File: src/design/jsm_map.svh
// Purpose: register map, field positions, reset values and timing counts
// Assumes: 200 MHz REF_CLK_IN, 16-bit registers in the low half of APB words
// Notes: offsets below are word indices, byte address = 4 * index
`ifndef JSM_MAP_SVH
`define JSM_MAP_SVH
// ==========================================================================
// register indices
`define JSM_IDX_JACK 8'h78
`define JSM_IDX_MISC 8'h7A
`define JSM_IDX_ROUTE 8'h70
`define JSM_IDX_IRQ_STAT 8'h71
`define JSM_IDX_IRQ_CLR 8'h72
`define JSM_IDX_IRQ_EN 8'h73
// ==========================================================================
// jack register layout
`define JSM_JK_INT_MASK 16'h5503
`define JSM_JK_ST_MASK 16'hAA0C
`define JSM_JK_CTL_MASK 16'h00B0
`define JSM_JK_PATH_BIT 7
`define JSM_JK_MD3_BIT 5
`define JSM_JK_MD2_BIT 4
// ==========================================================================
// misc register layout
`define JSM_MISC_MASK 16'hFF1C
`define JSM_MISC_RESET 16'h0000
`define JSM_MISC_POL_B_BIT 15
`define JSM_MISC_HP_HI_BIT 14
`define JSM_MISC_HP_LO_BIT 13
`define JSM_MISC_LO_SEL_BIT 12
`define JSM_MISC_POL_A_BIT 11
`define JSM_MISC_BIAS_HI_BIT 10
`define JSM_MISC_BIAS_LO_BIT 8
`define JSM_MISC_LOHP_BIT 4
`define JSM_MISC_GPO_BIT 3
`define JSM_MISC_MIX_BIT 2
`define JSM_BIAS_CODE_HIZ 3'h0
`define JSM_BIAS_CODE_2V25 3'h1
`define JSM_BIAS_CODE_0V 3'h2
`define JSM_BIAS_CODE_3V70 3'h4
// ==========================================================================
// own registers and timing
`define JSM_ROUTE_MASK 16'h0001
`define JSM_IRQ_MASK 16'h007F
`define JSM_REG_RESET 16'h0000
`define JSM_CLK_MHZ 200
`define JSM_DEBOUNCE_NS 1000
`define JSM_DEBOUNCE_CYC ((`JSM_DEBOUNCE_NS * `JSM_CLK_MHZ + 999) / 1000)
`endif

File: src/design/jsm_pkg.sv
// Purpose: shared types of the jack sense and misc control block
// Assumes: nothing
// Notes: encodings of the decoded outputs are fixed by the enum order
package jsm_pkg;
	typedef enum logic [1:0] {JSM_BIAS_HIZ, JSM_BIAS_2V25, JSM_BIAS_0V,
		JSM_BIAS_3V70} jsm_bias_t;
	typedef enum logic [1:0] {JSM_HP_MIXER, JSM_HP_SURROUND,
		JSM_HP_CLFE} jsm_hp_src_t;
	typedef enum logic [1:0] {JSM_FLT_PRIME, JSM_FLT_STABLE,
		JSM_FLT_SETTLE} jsm_flt_state_t;
endpackage

File: src/design/jsm_reg_if.sv
// Purpose: register access strobes between bus slave and register core
// Assumes: one access per cycle
// Notes: err is the core's answer to an index it does not hold
`timescale 1ns/100ps
interface jsm_reg_if;
	logic wr;
	logic [7:0] idx;
	logic [15:0] wdata;
	logic [1:0] wlane;
	logic [15:0] rdata;
	logic err;
	modport bus(output wr, output idx, output wdata, output wlane,
		input rdata, input err);
	modport core(input wr, input idx, input wdata, input wlane,
		output rdata, output err);
endinterface

File: src/design/jsm_apb.sv
// Purpose: APB slave front end with registered read data
// Assumes: master keeps address and data steady through the access phase
// Notes: read data is captured in the setup cycle, so pready never waits
`timescale 1ns/100ps
module jsm_apb import jsm_pkg::*;
(
	input wire logic clk_in,
	input wire logic srst_in,
	input wire logic psel_in,
	input wire logic penable_in,
	input wire logic pwrite_in,
	input wire logic [11:0] paddr_in,
	input wire logic [31:0] pwdata_in,
	input wire logic [3:0] pstrb_in,
	output logic [31:0] prdata_out,
	output logic pready_out,
	output logic pslverr_out,
	jsm_reg_if.bus reg_if
);
	logic [31:0] prdata_q;
	logic err_q;
	wire setup = psel_in & ~penable_in;
	wire access = psel_in & penable_in;
	wire addr_ok = (paddr_in[11:10] == 2'h0) && (paddr_in[1:0] == 2'h0);
	assign reg_if.idx = paddr_in[9:2];
	assign reg_if.wdata = pwdata_in[15:0];
	assign reg_if.wlane = pstrb_in[1:0];
	assign reg_if.wr = access & pwrite_in & addr_ok & ~reg_if.err;
	assign pready_out = 1'b1;
	assign prdata_out = prdata_q;
	assign pslverr_out = err_q & access;
	always_ff @(posedge clk_in)
	begin
		if (srst_in)
		begin
			prdata_q <= 32'h0000_0000;
			err_q <= 1'b0;
		end
		else if (setup)
		begin
			prdata_q <= pwrite_in ? 32'h0000_0000 : {16'h0000, reg_if.rdata};
			err_q <= ~addr_ok | reg_if.err;
		end
	end
endmodule

File: src/design/jsm_sense.sv
// Purpose: per-jack settle filter producing stable presence and change pulses
// Assumes: levels already corrected for switch polarity
// Notes: first sample after reset is taken as is, so boot raises no event
`timescale 1ns/100ps
`include "jsm_map.svh"
module jsm_sense import jsm_pkg::*;
(
	input wire logic clk_in,
	input wire logic srst_in,
	input wire logic [5:0] level_in,
	output logic [5:0] state_out,
	output logic [5:0] change_out
);
	genvar j;
	generate
		for (j = 0; j < 6; j++)
		begin : g_jack
			jsm_flt_state_t st_q, st_d;
			logic [7:0] cnt_q, cnt_d;
			logic lvl_q, lvl_d, chg_q, chg_d;
			// a level must differ for the whole settle time to count as valid
			always_comb
			begin
				st_d = st_q;
				cnt_d = cnt_q;
				lvl_d = lvl_q;
				chg_d = 1'b0;
				case (st_q)
					JSM_FLT_PRIME:
					begin
						lvl_d = level_in[j];
						st_d = JSM_FLT_STABLE;
					end
					JSM_FLT_STABLE:
						if (level_in[j] != lvl_q)
						begin
							st_d = JSM_FLT_SETTLE;
							cnt_d = 8'h01;
						end
					JSM_FLT_SETTLE:
						if (level_in[j] == lvl_q)
							st_d = JSM_FLT_STABLE;
						else if (cnt_q == 8'(`JSM_DEBOUNCE_CYC))
						begin
							lvl_d = level_in[j];
							chg_d = 1'b1;
							st_d = JSM_FLT_STABLE;
						end
						else
							cnt_d = cnt_q + 8'h01;
					default: st_d = JSM_FLT_PRIME;
				endcase
			end
			always_ff @(posedge clk_in)
			begin
				if (srst_in)
				begin
					st_q <= JSM_FLT_PRIME;
					cnt_q <= 8'h00;
					lvl_q <= 1'b0;
					chg_q <= 1'b0;
				end
				else
				begin
					st_q <= st_d;
					cnt_q <= cnt_d;
					lvl_q <= lvl_d;
					chg_q <= chg_d;
				end
			end
			assign state_out[j] = lvl_q;
			assign change_out[j] = chg_q;
		end
	endgenerate
endmodule

File: src/design/jsm_top.sv
// Purpose: jack detection status/control and misc output control registers
// Assumes: APB master, switch levels synchronous to REF_CLK_IN
// Notes: jacks 2,4,6 sit on sense A, jacks 3,5,7 on sense B
//
// Summary of operation
// jack register fields are read/write except presence bits, read only.
// a valid settled change of a jack sets that jack's flag.
// flag reads 0 when idle, 1 once its jack raised an interrupt.
// host writes 0 to clear a flag; writing 1 raises software interrupt.
// jack interrupt leaves on the path picked by the route select bit; here only the lower pair uses it, upper jacks follow the path bit.
// upper four presence bits follow detection: 0 absent, 1 present.
// lower pair mode bits: 0 polling (default), 1 events raise interrupts.
// path bit: 0 signals slot 12 bit 0, 1 signals slot 6 valid.
// mic mix enable mixes both channels and masks dual-mic and source.
// general output pin low for 0 (default), high for 1.
// line-out headphone drive on when set, powered down when clear.
// bias 000 hi-z, 001 2.25 V, 010 0 V, 100 3.70 V; others illegal.
// line-out source: 0 analog mixer (default), 1 surround converters.
// headphone source: 00 mixer, 01 surround, 1x center/LFE converters.
// sense A polarity: 0 normally-open (default), 1 normally-closed.
// sense B polarity: 0 normally-open (default), 1 normally-closed.
// polarity is applied before detection so presence reads 1 inserted.
//
// Chosen here: the APB slave port.
`timescale 1ns/100ps
`include "jsm_map.svh"
module jsm_top import jsm_pkg::*;
(
	input wire logic REF_CLK_IN,
	input wire logic SRST_IN,
	input wire logic PSEL_IN,
	input wire logic PENABLE_IN,
	input wire logic PWRITE_IN,
	input wire logic [11:0] PADDR_IN,
	input wire logic [31:0] PWDATA_IN,
	input wire logic [3:0] PSTRB_IN,
	output logic [31:0] PRDATA_OUT,
	output logic PREADY_OUT,
	output logic PSLVERR_OUT,
	input wire logic [2:0] JACK_SW_A_IN,
	input wire logic [2:0] JACK_SW_B_IN,
	input wire logic DUAL_MIC_SELECT_IN,
	input wire logic MIC_SOURCE_SELECT_IN,
	output logic MIC_CHANNEL_MIX_ENABLE_OUT,
	output logic DUAL_MIC_SELECT_EFF_OUT,
	output logic MIC_SOURCE_SELECT_EFF_OUT,
	output logic GENERAL_OUTPUT_LEVEL_OUT,
	output logic LINEOUT_HEADPHONE_DRIVE_ENABLE_OUT,
	output logic [1:0] LINEIN_BIAS_SELECT_OUT,
	output logic LINEOUT_SOURCE_SELECT_OUT,
	output logic [1:0] HEADPHONE_SOURCE_SELECT_OUT,
	output logic SLOT12_IRQ_OUT,
	output logic SLOT6_IRQ_OUT,
	output logic IRQ_OUT
);
	// ======================================================================
	// helpers
	// byte strobes widened to a bit mask; shared by the merge and the clear
	function automatic logic [15:0] jsm_lanes(
		input logic [1:0] lane
	);
		jsm_lanes = {{8{lane[1]}}, {8{lane[0]}}};
	endfunction

	function automatic logic [15:0] jsm_merge(
		input logic [15:0] old_v,
		input logic [15:0] new_v,
		input logic [1:0] lane,
		input logic [15:0] mask
	);
		logic [15:0] sel;
		sel = jsm_lanes(lane) & mask;
		jsm_merge = (old_v & ~sel) | (new_v & sel);
	endfunction

	// ======================================================================
	// bus front end
	jsm_reg_if reg_if();

	jsm_apb u_apb
	(
		.clk_in(REF_CLK_IN),
		.srst_in(SRST_IN),
		.psel_in(PSEL_IN),
		.penable_in(PENABLE_IN),
		.pwrite_in(PWRITE_IN),
		.paddr_in(PADDR_IN),
		.pwdata_in(PWDATA_IN),
		.pstrb_in(PSTRB_IN),
		.prdata_out(PRDATA_OUT),
		.pready_out(PREADY_OUT),
		.pslverr_out(PSLVERR_OUT),
		.reg_if(reg_if)
	);

	wire hit_jack = reg_if.idx == `JSM_IDX_JACK;
	wire hit_misc = reg_if.idx == `JSM_IDX_MISC;
	wire hit_route = reg_if.idx == `JSM_IDX_ROUTE;
	wire hit_stat = reg_if.idx == `JSM_IDX_IRQ_STAT;
	wire hit_clr = reg_if.idx == `JSM_IDX_IRQ_CLR;
	wire hit_en = reg_if.idx == `JSM_IDX_IRQ_EN;
	wire wr_jack = reg_if.wr & hit_jack;
	wire wr_misc = reg_if.wr & hit_misc;
	wire wr_route = reg_if.wr & hit_route;
	wire wr_clr = reg_if.wr & hit_clr;
	wire wr_en = reg_if.wr & hit_en;
	wire [15:0] wdata = reg_if.wdata;
	wire [1:0] wlane = reg_if.wlane;

	// an index not held here answers with an error and the write is dropped
	assign reg_if.err = ~(hit_jack | hit_misc | hit_route | hit_stat |
		hit_clr | hit_en);

	// ======================================================================
	// register state
	logic [15:0] jk_ctl_q, jk_ctl_d;
	logic [15:0] misc_q, misc_d;
	logic [15:0] route_q, route_d;
	logic [15:0] irq_en_q, irq_en_d;
	logic [15:0] irq_stat_q, irq_stat_d;
	logic [5:0] flag_q, flag_d;

	assign jk_ctl_d = wr_jack ?
		jsm_merge(jk_ctl_q, wdata, wlane, `JSM_JK_CTL_MASK) : jk_ctl_q;
	assign misc_d = wr_misc ?
		jsm_merge(misc_q, wdata, wlane, `JSM_MISC_MASK) : misc_q;
	assign route_d = wr_route ?
		jsm_merge(route_q, wdata, wlane, `JSM_ROUTE_MASK) : route_q;
	assign irq_en_d = wr_en ?
		jsm_merge(irq_en_q, wdata, wlane, `JSM_IRQ_MASK) : irq_en_q;

	wire path_sel = jk_ctl_q[`JSM_JK_PATH_BIT];
	wire [1:0] lower_mode = {jk_ctl_q[`JSM_JK_MD3_BIT],
		jk_ctl_q[`JSM_JK_MD2_BIT]};
	wire route_sel = route_q[0];
	wire pol_a = misc_q[`JSM_MISC_POL_A_BIT];
	wire pol_b = misc_q[`JSM_MISC_POL_B_BIT];

	// ======================================================================
	// sensing: index 0..5 stands for jacks 2..7
	logic [5:0] sw_level;
	logic [5:0] present;
	logic [5:0] changed;

	assign sw_level = {JACK_SW_B_IN[2] ^ pol_b, JACK_SW_A_IN[2] ^ pol_a,
		JACK_SW_B_IN[1] ^ pol_b, JACK_SW_A_IN[1] ^ pol_a,
		JACK_SW_B_IN[0] ^ pol_b, JACK_SW_A_IN[0] ^ pol_a};

	jsm_sense u_sense
	(
		.clk_in(REF_CLK_IN),
		.srst_in(SRST_IN),
		.level_in(sw_level),
		.state_out(present),
		.change_out(changed)
	);

	// ======================================================================
	// jack interrupt flags
	wire [5:0] flag_wval = {wdata[14], wdata[12], wdata[10], wdata[8],
		wdata[1], wdata[0]};
	wire [5:0] flag_wsel = {{4{wlane[1]}}, {2{wlane[0]}}} & {6{wr_jack}};
	wire [5:0] flag_arm = {4'hF, lower_mode};
	wire [5:0] flag_set = changed & flag_arm;

	genvar j;
	generate
		for (j = 0; j < 6; j++)
		begin : g_flag
			// a sensed change in the clearing cycle still leaves the flag set
			assign flag_d[j] = flag_set[j] |
				(flag_wsel[j] ? flag_wval[j] : flag_q[j]);
		end
	endgenerate

	// writing a one to any flag counts as a software interrupt request
	wire sw_irq = |(flag_wsel & flag_wval);

	// ======================================================================
	// host interrupt status: bits 5..0 jack changes, bit 6 software request
	wire [15:0] irq_event = {9'h000, sw_irq, changed};
	wire [15:0] irq_clear = wr_clr ?
		(wdata & jsm_lanes(wlane)) : 16'h0000;

	assign irq_stat_d = (irq_event | (irq_stat_q & ~irq_clear)) &
		`JSM_IRQ_MASK;

	// ======================================================================
	// read data
	wire [15:0] jack_st_vec = {present[5], 1'b0, present[4], 1'b0,
		present[3], 1'b0, present[2], 1'b0, 4'h0, present[1], present[0],
		2'h0};
	wire [15:0] jack_flag_vec = {1'b0, flag_q[5], 1'b0, flag_q[4], 1'b0,
		flag_q[3], 1'b0, flag_q[2], 6'h00, flag_q[1], flag_q[0]};
	wire [15:0] jack_rd = jk_ctl_q | jack_st_vec | jack_flag_vec;

	assign reg_if.rdata = hit_jack ? jack_rd :
		hit_misc ? misc_q :
		hit_route ? route_q :
		hit_stat ? irq_stat_q :
		hit_en ? irq_en_q :
		16'h0000;

	// ======================================================================
	// link interrupt paths
	wire upper_irq = |flag_q[5:2];
	wire lower_irq = |flag_q[1:0];
	wire slot12_d = (upper_irq & ~path_sel) | (lower_irq & ~route_sel);
	wire slot6_d = (upper_irq & path_sel) | (lower_irq & route_sel);
	// level output: holds until software clears the status or the enable
	wire irq_d = |(irq_stat_q & irq_en_q);

	// ======================================================================
	// misc output decode
	wire mix_en = misc_q[`JSM_MISC_MIX_BIT];
	wire [2:0] bias_code = misc_q[`JSM_MISC_BIAS_HI_BIT:`JSM_MISC_BIAS_LO_BIT];
	wire [1:0] hp_code = misc_q[`JSM_MISC_HP_HI_BIT:`JSM_MISC_HP_LO_BIT];
	jsm_bias_t bias_d;
	jsm_hp_src_t hp_d;

	// illegal bias codes fall back to hi-z rather than driving a level
	always_comb
	begin
		case (bias_code)
			`JSM_BIAS_CODE_HIZ: bias_d = JSM_BIAS_HIZ;
			`JSM_BIAS_CODE_2V25: bias_d = JSM_BIAS_2V25;
			`JSM_BIAS_CODE_0V: bias_d = JSM_BIAS_0V;
			`JSM_BIAS_CODE_3V70: bias_d = JSM_BIAS_3V70;
			default: bias_d = JSM_BIAS_HIZ;
		endcase
	end

	always_comb
	begin
		case (hp_code)
			2'h0: hp_d = JSM_HP_MIXER;
			2'h1: hp_d = JSM_HP_SURROUND;
			default: hp_d = JSM_HP_CLFE;
		endcase
	end

	// ======================================================================
	// output flops
	logic mix_q, dual_eff_q, src_eff_q, gpo_q, lohp_q, lineout_source_select_q;
	logic slot12_q, slot6_q, irq_q;
	jsm_bias_t bias_q;
	jsm_hp_src_t hp_q;

	always_ff @(posedge REF_CLK_IN)
	begin
		if (SRST_IN)
		begin
			jk_ctl_q <= `JSM_REG_RESET;
			misc_q <= `JSM_MISC_RESET;
			route_q <= `JSM_REG_RESET;
			irq_en_q <= `JSM_REG_RESET;
		end
		else
		begin
			jk_ctl_q <= jk_ctl_d;
			misc_q <= misc_d;
			route_q <= route_d;
			irq_en_q <= irq_en_d;
		end
	end

	// event state kept apart: it moves on sensed changes as well as writes
	always_ff @(posedge REF_CLK_IN)
	begin
		if (SRST_IN)
		begin
			irq_stat_q <= `JSM_REG_RESET;
			flag_q <= 6'h00;
		end
		else
		begin
			irq_stat_q <= irq_stat_d;
			flag_q <= flag_d;
		end
	end

	always_ff @(posedge REF_CLK_IN)
	begin
		if (SRST_IN)
		begin
			mix_q <= 1'b0;
			dual_eff_q <= 1'b0;
			src_eff_q <= 1'b0;
		end
		else
		begin
			mix_q <= mix_en;
			dual_eff_q <= DUAL_MIC_SELECT_IN & ~mix_en;
			src_eff_q <= MIC_SOURCE_SELECT_IN & ~mix_en;
		end
	end

	// analog controls lag their register bits by one clock, like the mic pins
	always_ff @(posedge REF_CLK_IN)
	begin
		if (SRST_IN)
		begin
			gpo_q <= 1'b0;
			lohp_q <= 1'b0;
			lineout_source_select_q <= 1'b0;
			bias_q <= JSM_BIAS_HIZ;
			hp_q <= JSM_HP_MIXER;
		end
		else
		begin
			gpo_q <= misc_q[`JSM_MISC_GPO_BIT];
			lohp_q <= misc_q[`JSM_MISC_LOHP_BIT];
			lineout_source_select_q <= misc_q[`JSM_MISC_LO_SEL_BIT];
			bias_q <= bias_d;
			hp_q <= hp_d;
		end
	end

	always_ff @(posedge REF_CLK_IN)
	begin
		if (SRST_IN)
		begin
			slot12_q <= 1'b0;
			slot6_q <= 1'b0;
			irq_q <= 1'b0;
		end
		else
		begin
			slot12_q <= slot12_d;
			slot6_q <= slot6_d;
			irq_q <= irq_d;
		end
	end

	assign MIC_CHANNEL_MIX_ENABLE_OUT = mix_q;
	assign DUAL_MIC_SELECT_EFF_OUT = dual_eff_q;
	assign MIC_SOURCE_SELECT_EFF_OUT = src_eff_q;
	assign GENERAL_OUTPUT_LEVEL_OUT = gpo_q;
	assign LINEOUT_HEADPHONE_DRIVE_ENABLE_OUT = lohp_q;
	assign LINEIN_BIAS_SELECT_OUT = bias_q;
	assign LINEOUT_SOURCE_SELECT_OUT = lineout_source_select_q;
	assign HEADPHONE_SOURCE_SELECT_OUT = hp_q;
	assign SLOT12_IRQ_OUT = slot12_q;
	assign SLOT6_IRQ_OUT = slot6_q;
	assign IRQ_OUT = irq_q;
endmodule

File: config.mk
export PLATFORM = sky130hd
export DESIGN_NAME = jsm_top
export DESIGN_NICKNAME = d
export VERILOG_FILES = /design/src/design/jsm_pkg.sv /design/src/design/jsm_reg_if.sv /design/src/design/jsm_apb.sv /design/src/design/jsm_sense.sv /design/src/design/jsm_top.sv
export VERILOG_INCLUDE_DIRS = /design/src /design/src/design
export SDC_FILE = /design/constraint.sdc
export NUM_CORES = 1
export LEC_CHECK = 0
export BUFFER_PORTS_ARGS = -buffer_cell sky130_fd_sc_hd__buf_2
export CORE_MARGIN = 1
export CORE_UTILIZATION = 40
export CTS_CLUSTER_SIZE = 12
export DETAILED_ROUTE_END_ITERATION = 12
export SLEW_MARGIN = 20
export SYNTH_ARGS = -nofsm -noshare
export SYNTH_HDL_FRONTEND = slang
export SYNTH_SLANG_ARGS = --single-unit
File: constraint.sdc
create_clock -name REF_CLK_IN -period 4.5 [get_ports REF_CLK_IN]
set_clock_uncertainty 0.15 [all_clocks]
set_input_delay 0.45 -clock REF_CLK_IN [delete_from_list [all_inputs] [get_ports REF_CLK_IN]]
set_output_delay 0.45 -clock REF_CLK_IN [all_outputs]
set_load 0.005 [all_outputs]
After elaboration in Yosys (flattened, before gate mapping)
Index checks and enable logic that the tools add are counted.
{"block": "word_totals", "register_bits": 195}
{"block": "classes", "add_sub_neg": 6, "eq_ne": 70, "mux": 87, "n_bitwise": 75, "n_reduce_logical": 50}
{"operator": "$mux W8", "count": 18}
{"operator": "$mux W16", "count": 6}
{"operator": "$pmux W8 S2", "count": 6}
{"operator": "$and A16 B16 Y16", "count": 5}
{"operator": "$or A16 B16 Y16", "count": 5}
{"operator": "$add A8 B1 Y8 const B", "count": 6}
{"operator": "$eq A8 B7 Y1 const B", "count": 6}
{"operator": "$eq A8 B8 Y1 const B", "count": 6}
{"operator": "$pmux W2 S3", "count": 7}
{"operator": "$mux W2", "count": 18}
{"operator": "$mux W1", "count": 24}
{"operator": "$ne A2 B1 Y1 const B", "count": 12}
{"operator": "$ne A2 B2 Y1 const B", "count": 12}
{"operator": "$reduce_and A4 Y1", "count": 6}
{"operator": "$reduce_bool A2 Y1", "count": 12}
{"operator": "$and A6 B6 Y6", "count": 3}
{"operator": "$logic_not A2 Y1", "count": 9}
{"operator": "$ne A3 B1 Y1 const B", "count": 6}
{"operator": "$reduce_and A3 Y1", "count": 6}
{"operator": "$reduce_or A3 Y1", "count": 6}
{"operator": "$and A1 B1 Y1", "count": 17}
{"operator": "$and A16 B1 Y16", "count": 1}
{"operator": "$and A16 B7 Y16", "count": 1}
{"operator": "$and A16 B8 Y16", "count": 1}
{"operator": "28 further kinds", "count": 89}

Depth between registers and ports, before layout
{"block": "depth", "word_depth": 12, "ltp_mapped": 7}

Cells and area by module
A second synthesis with hierarchy kept.
{"block": "unflattened", "cells_unflattened": 851, "hier_area_um2": 7377.1}
{"module": "jsm_sense", "instances": 1, "cells_per_inst": 480, "area_each_um2": 4038.9}
{"module": "jsm_top", "instances": 1, "cells_per_inst": 245, "area_each_um2": 2278.4}
{"module": "jsm_apb", "instances": 1, "cells_per_inst": 126, "area_each_um2": 1059.8}

Worst setup path after synthesis
OpenSTA, ideal clock, no wires.
{"block": "synth_path", "path_type": "in2reg", "start": "in PADDR_IN[4]", "end": "reg irq_stat_q[6]", "setup_ps": 74, "t_arrival_ps": 2061, "path_slack_ps": 2214, "path_stages": 6, "path_buffers": 2, "cell_sequence": "buf_6 or4b_4 or4_4 buf_6 o21bai_1 a31oi_1"}
{"block": "synth_via", "elab_chain_cells": 12, "word_cells_on_any_way": 21}
{"element": "start: declaration", "line": "jsm_top.sv:34", "text": "input wire logic [11:0] PADDR_IN,"}
{"element": "$eq A8 B7 Y1 (no source line)"}
{"element": "$or A1 B1 Y1 (4 in a row)", "line": "jsm_top.sv:111", "text": "assign reg_if.err = ~(hit_jack | hit_misc | hit_route | hit_stat |"}
{"element": "$or A1 B1 Y1", "line": "jsm_top.sv:112", "text": "hit_clr | hit_en);"}
{"element": "$and A1 B1 Y1", "line": "jsm_apb.sv:28", "text": "assign reg_if.wr = access & pwrite_in & addr_ok & ~reg_if.err;"}
{"element": "$and A1 B1 Y1, on equally long branches", "line": "jsm_top.sv:102, jsm_top.sv:105"}
{"element": "$and A6 B6 Y6 or $mux W7 (tied branches)", "line": "jsm_top.sv:162, jsm_top.sv:182"}
{"element": "$and A6 B6 Y6 or $not A7 Y7 (tied branches)", "line": "jsm_top.sv:177, jsm_top.sv:185"}
{"element": "$reduce_or A6 Y1 or $and A7 B7 Y7 (tied branches)", "line": "jsm_top.sv:177, jsm_top.sv:185"}
{"element": "$or A7 B7 Y7 (*)", "line": "jsm_top.sv:185", "text": "assign irq_stat_d = (irq_event | (irq_stat_q & ~irq_clear)) &"}
{"element": "end signal: assignment", "line": "jsm_top.sv:272", "text": "irq_stat_q <= `JSM_REG_RESET;"}
{"element": "end signal: assignment", "line": "jsm_top.sv:277", "text": "irq_stat_q <= irq_stat_d;"}
{"element": "end: declaration", "line": "jsm_top.sv:120", "text": "logic [15:0] irq_stat_q, irq_stat_d;"}
Every way passes the cells marked *; elsewhere a longest branch is shown, timed or not.
A chain may end at the register's enable or synchronous reset.

==> impl_metrics.env <==
export IMPL_status="complete, no violations"
export IMPL_path_buf_inv=1
export IMPL_yosysWarnings=0
export IMPL_grt_pass1_wl_um=26800
export IMPL_final_cell_area_sq_um=7820
export IMPL_ir_worst_vdd_mv=0.279
export IMPL_hpwl_um=11300
export IMPL_io_pins=108
export IMPL_rr_worst_depth=5
export IMPL_synth_top_area_cell="dfxtp_1"
export IMPL_synth_cells=769
export IMPL_slowest_stage="dfxtp_1"
export IMPL_vias=5728
export IMPL_syn_area_sq_um=6800
export IMPL_cts_htree_levels=4
export IMPL_syn_to_final_growth_pct=15.1
export IMPL_synth_main_ff_cell="dfxtp_1"
export IMPL_crit_chain="xor3_1 -> o211ai_1 -> buf_4 -> or4_1 -> a21boi_0"
export IMPL_p_sw_uw=769
export IMPL_drtAntennaViolNets=0
export IMPL_leakagePower_nw=2.94
export IMPL_grt_pass1_vias=5270
export IMPL_min_period_ns=2.43
export IMPL_fmax_mhz=412
export IMPL_pwr_share_comb=0.097
export IMPL_crit_family="flip-flops"
export IMPL_swShare=0.256
export IMPL_clk_pin_slew_ns=0.06
export IMPL_wl_um=16200
export IMPL_synth_area_leaders="dfxtp_1 40%, o21ai_0 4.1%, a21oi_1 4.0%"
export IMPL_grt_max_degree=55
export IMPL_ctsResizeCount=0
export IMPL_port_buffers=72
export IMPL_critPathMaxStageDelay_ns=0.62
export IMPL_placed_cells=1022
export IMPL_required_ns=4.70
export IMPL_cts_hold_buf=0
export IMPL_pwr_share_seq=0.432
export IMPL_p_int_mw=2.24
export IMPL_synthArstFlopShare=0
export IMPL_maxSlewHeadroom=0.313
export IMPL_seq_area_frac_synth=0.404
export IMPL_clk_latency_ns=0.43
export IMPL_die_h_um=132
export IMPL_r2r_end="u_sense.g_jack[5].cnt_q[5]"
export IMPL_crit_path_end="u_sense.g_jack[5].cnt_q[5]"
export IMPL_worstMarginPinSlew_ns=1.02
export IMPL_die_x_um=132
export IMPL_cts_buffers=17
export IMPL_post_cts_buffers=0
export IMPL_cts_tree="built"
export IMPL_place_congestion=0.843
export IMPL_p_clk_frac=0.471
export IMPL_hold_violations=0
export IMPL_regToRegSetupSlack_ns=2.07
export IMPL_powerDensity_nw_per_um2=384
export IMPL_arrival_ns=2.63
export IMPL_grt_use_total=0.191
export IMPL_critPathCaptureType="flop"
export IMPL_synth_distinct_cells=68
export IMPL_first_iter_violations=426
export IMPL_num_nets_final=895
export IMPL_critPathLaunchType="flop"
export IMPL_fin_crit_sh=0.540
export IMPL_die_area_sq_um=17500
export IMPL_via_per_inst=5.42
export IMPL_clock_sinks=137
export IMPL_tns_ns=0
export IMPL_place_area_sq_um=7210
export IMPL_crit_fanout=12
export IMPL_drive_gt1_frac=0.156
export IMPL_cp_depth=5
export IMPL_synth_edf_count=0
export IMPL_initial_core_util=0.410
export IMPL_finalSetupViolations=0
export IMPL_syn_area_per_cell_sq_um=8.84
export IMPL_core_sq_um=16600
export IMPL_drc=0
export IMPL_synth_most_common_cell="dfxtp_1"
export IMPL_cts_root_buf="clkbuf_16"
export IMPL_ys_top_cells_by_count="137 x dfxtp_1, 55 x o21ai_0, 54 x a21oi_1"
export IMPL_synth_seq_cells=137
export IMPL_rows=47
export IMPL_rsz0062_at_grt="false"
export IMPL_routedWlPerCell_um=15.3
export IMPL_cts_buffer_depth=2
export IMPL_crit_type="flop to flop"
export IMPL_yosysTopAreaCellShare=0.404
export IMPL_hold_path_class="input port to flop"
export IMPL_finalPower_mw=3.00
export IMPL_drv_slew=0
export IMPL_firstDrtPassIters=5
export IMPL_gr_total_overflow=0
export IMPL_antenna_found_initial=1
export IMPL_cap_violations=0
export IMPL_stdcell_count=1056
## per-stage QoR
step / utilization / hold slack (ns) / worst slack, ns
final: 0.472 / 0.134 / 2.07
after global routing: 0.472 / 0.138 / 1.91
after CTS: 0.471 / 0.120 / 1.96
after detailed placement: 0.435 / 0.292 / 1.87
after global placement: 0.435 / 0.288 / 1.86
after floorplan: - / 0.276 / 2.21
## worst min path at each step
stage,from,to,slack (ns),cells past startpoint
global placement,u_sense.g_jack[1].chg_q,irq_stat_q[1],0.29,2
floorplan,u_sense.g_jack[0].chg_q,irq_stat_q[0],0.28,2
CTS,MIC_SOURCE_SELECT_IN,MIC_SOURCE_SELECT_EFF_OUT,0.12,2
detailed placement,u_apb.prdata_out[6],u_apb.prdata_out[6],0.29,2
finish,MIC_SOURCE_SELECT_IN,MIC_SOURCE_SELECT_EFF_OUT,0.13,2
global route,MIC_SOURCE_SELECT_IN,MIC_SOURCE_SELECT_EFF_OUT,0.14,2
## logic make-up after synthesis
family | share of synthesized area
flip-flops | 0.404
multiplexers | 0.0304
other | 0.00110
AND/OR/NAND/NOR | 0.229
AO/OA/AOI/OAI | 0.181
buffers and inverters | 0.0655
adder cells (fa/ha/maj) | 0.0221
XOR/XNOR | 0.0681
## power by group through the flow
stage,clock [mW],sequential [mW],combinational [mW]
2_1_floorplan,0,1.30,0.238
3_3_place_gp,0,1.32,0.285
3_5_place_dp,0,1.32,0.286
4_1_cts,1.45,1.30,0.288
5_1_grt,1.50,1.30,0.329
6_report,1.42,1.30,0.292
## final cells by class
| class | count | area, sq um |
|---|---|---|
| Fill cell | 1637 | 8760 |
| Multi-Input combinational cell | 550 | 3660 |
| Sequential cell | 137 | 2740 |
| Clock buffer | 22 | 484 |
| Timing Repair Buffer | 75 | 385 |
| Tap cell | 220 | 275 |
| Inverter | 41 | 154 |
| Clock inverter | 10 | 115 |
| Antenna cell | 1 | 2.50 |
## cell usage in the layout, fill, tap and decap left out, drive strengths merged, types with 7 or more instances in the layout
cell,netlist,final
nand4b,7,7
buf,27,75
dfxtp,137,137
or3,17,17
clkbuf,29,22
xnor2,14,14
nor4,8,8
and3,7,7
and4,10,10
a22oi,9,9
nor3,10,10
o21ai,55,55
or4,7,7
nand3,32,32
nand4,29,29
nor2,47,47
conb,2,17
nor2b,14,14
nor3b,9,9
nand2,30,30
mux2i,15,15
ha,12,12
and2,8,8
xor2,20,20
a21oi,54,54
inv,41,43
## routing by layer
metal	track usage	up-vias	wire, um
li1	-	2898	-
met1	0.259	2679	7980
met2	0.298	132	7210
met3	0.0427	19	745
met4	0.0690	0	227
met5	0	-	0
Note: power is estimated with default switching activity, not from simulation.
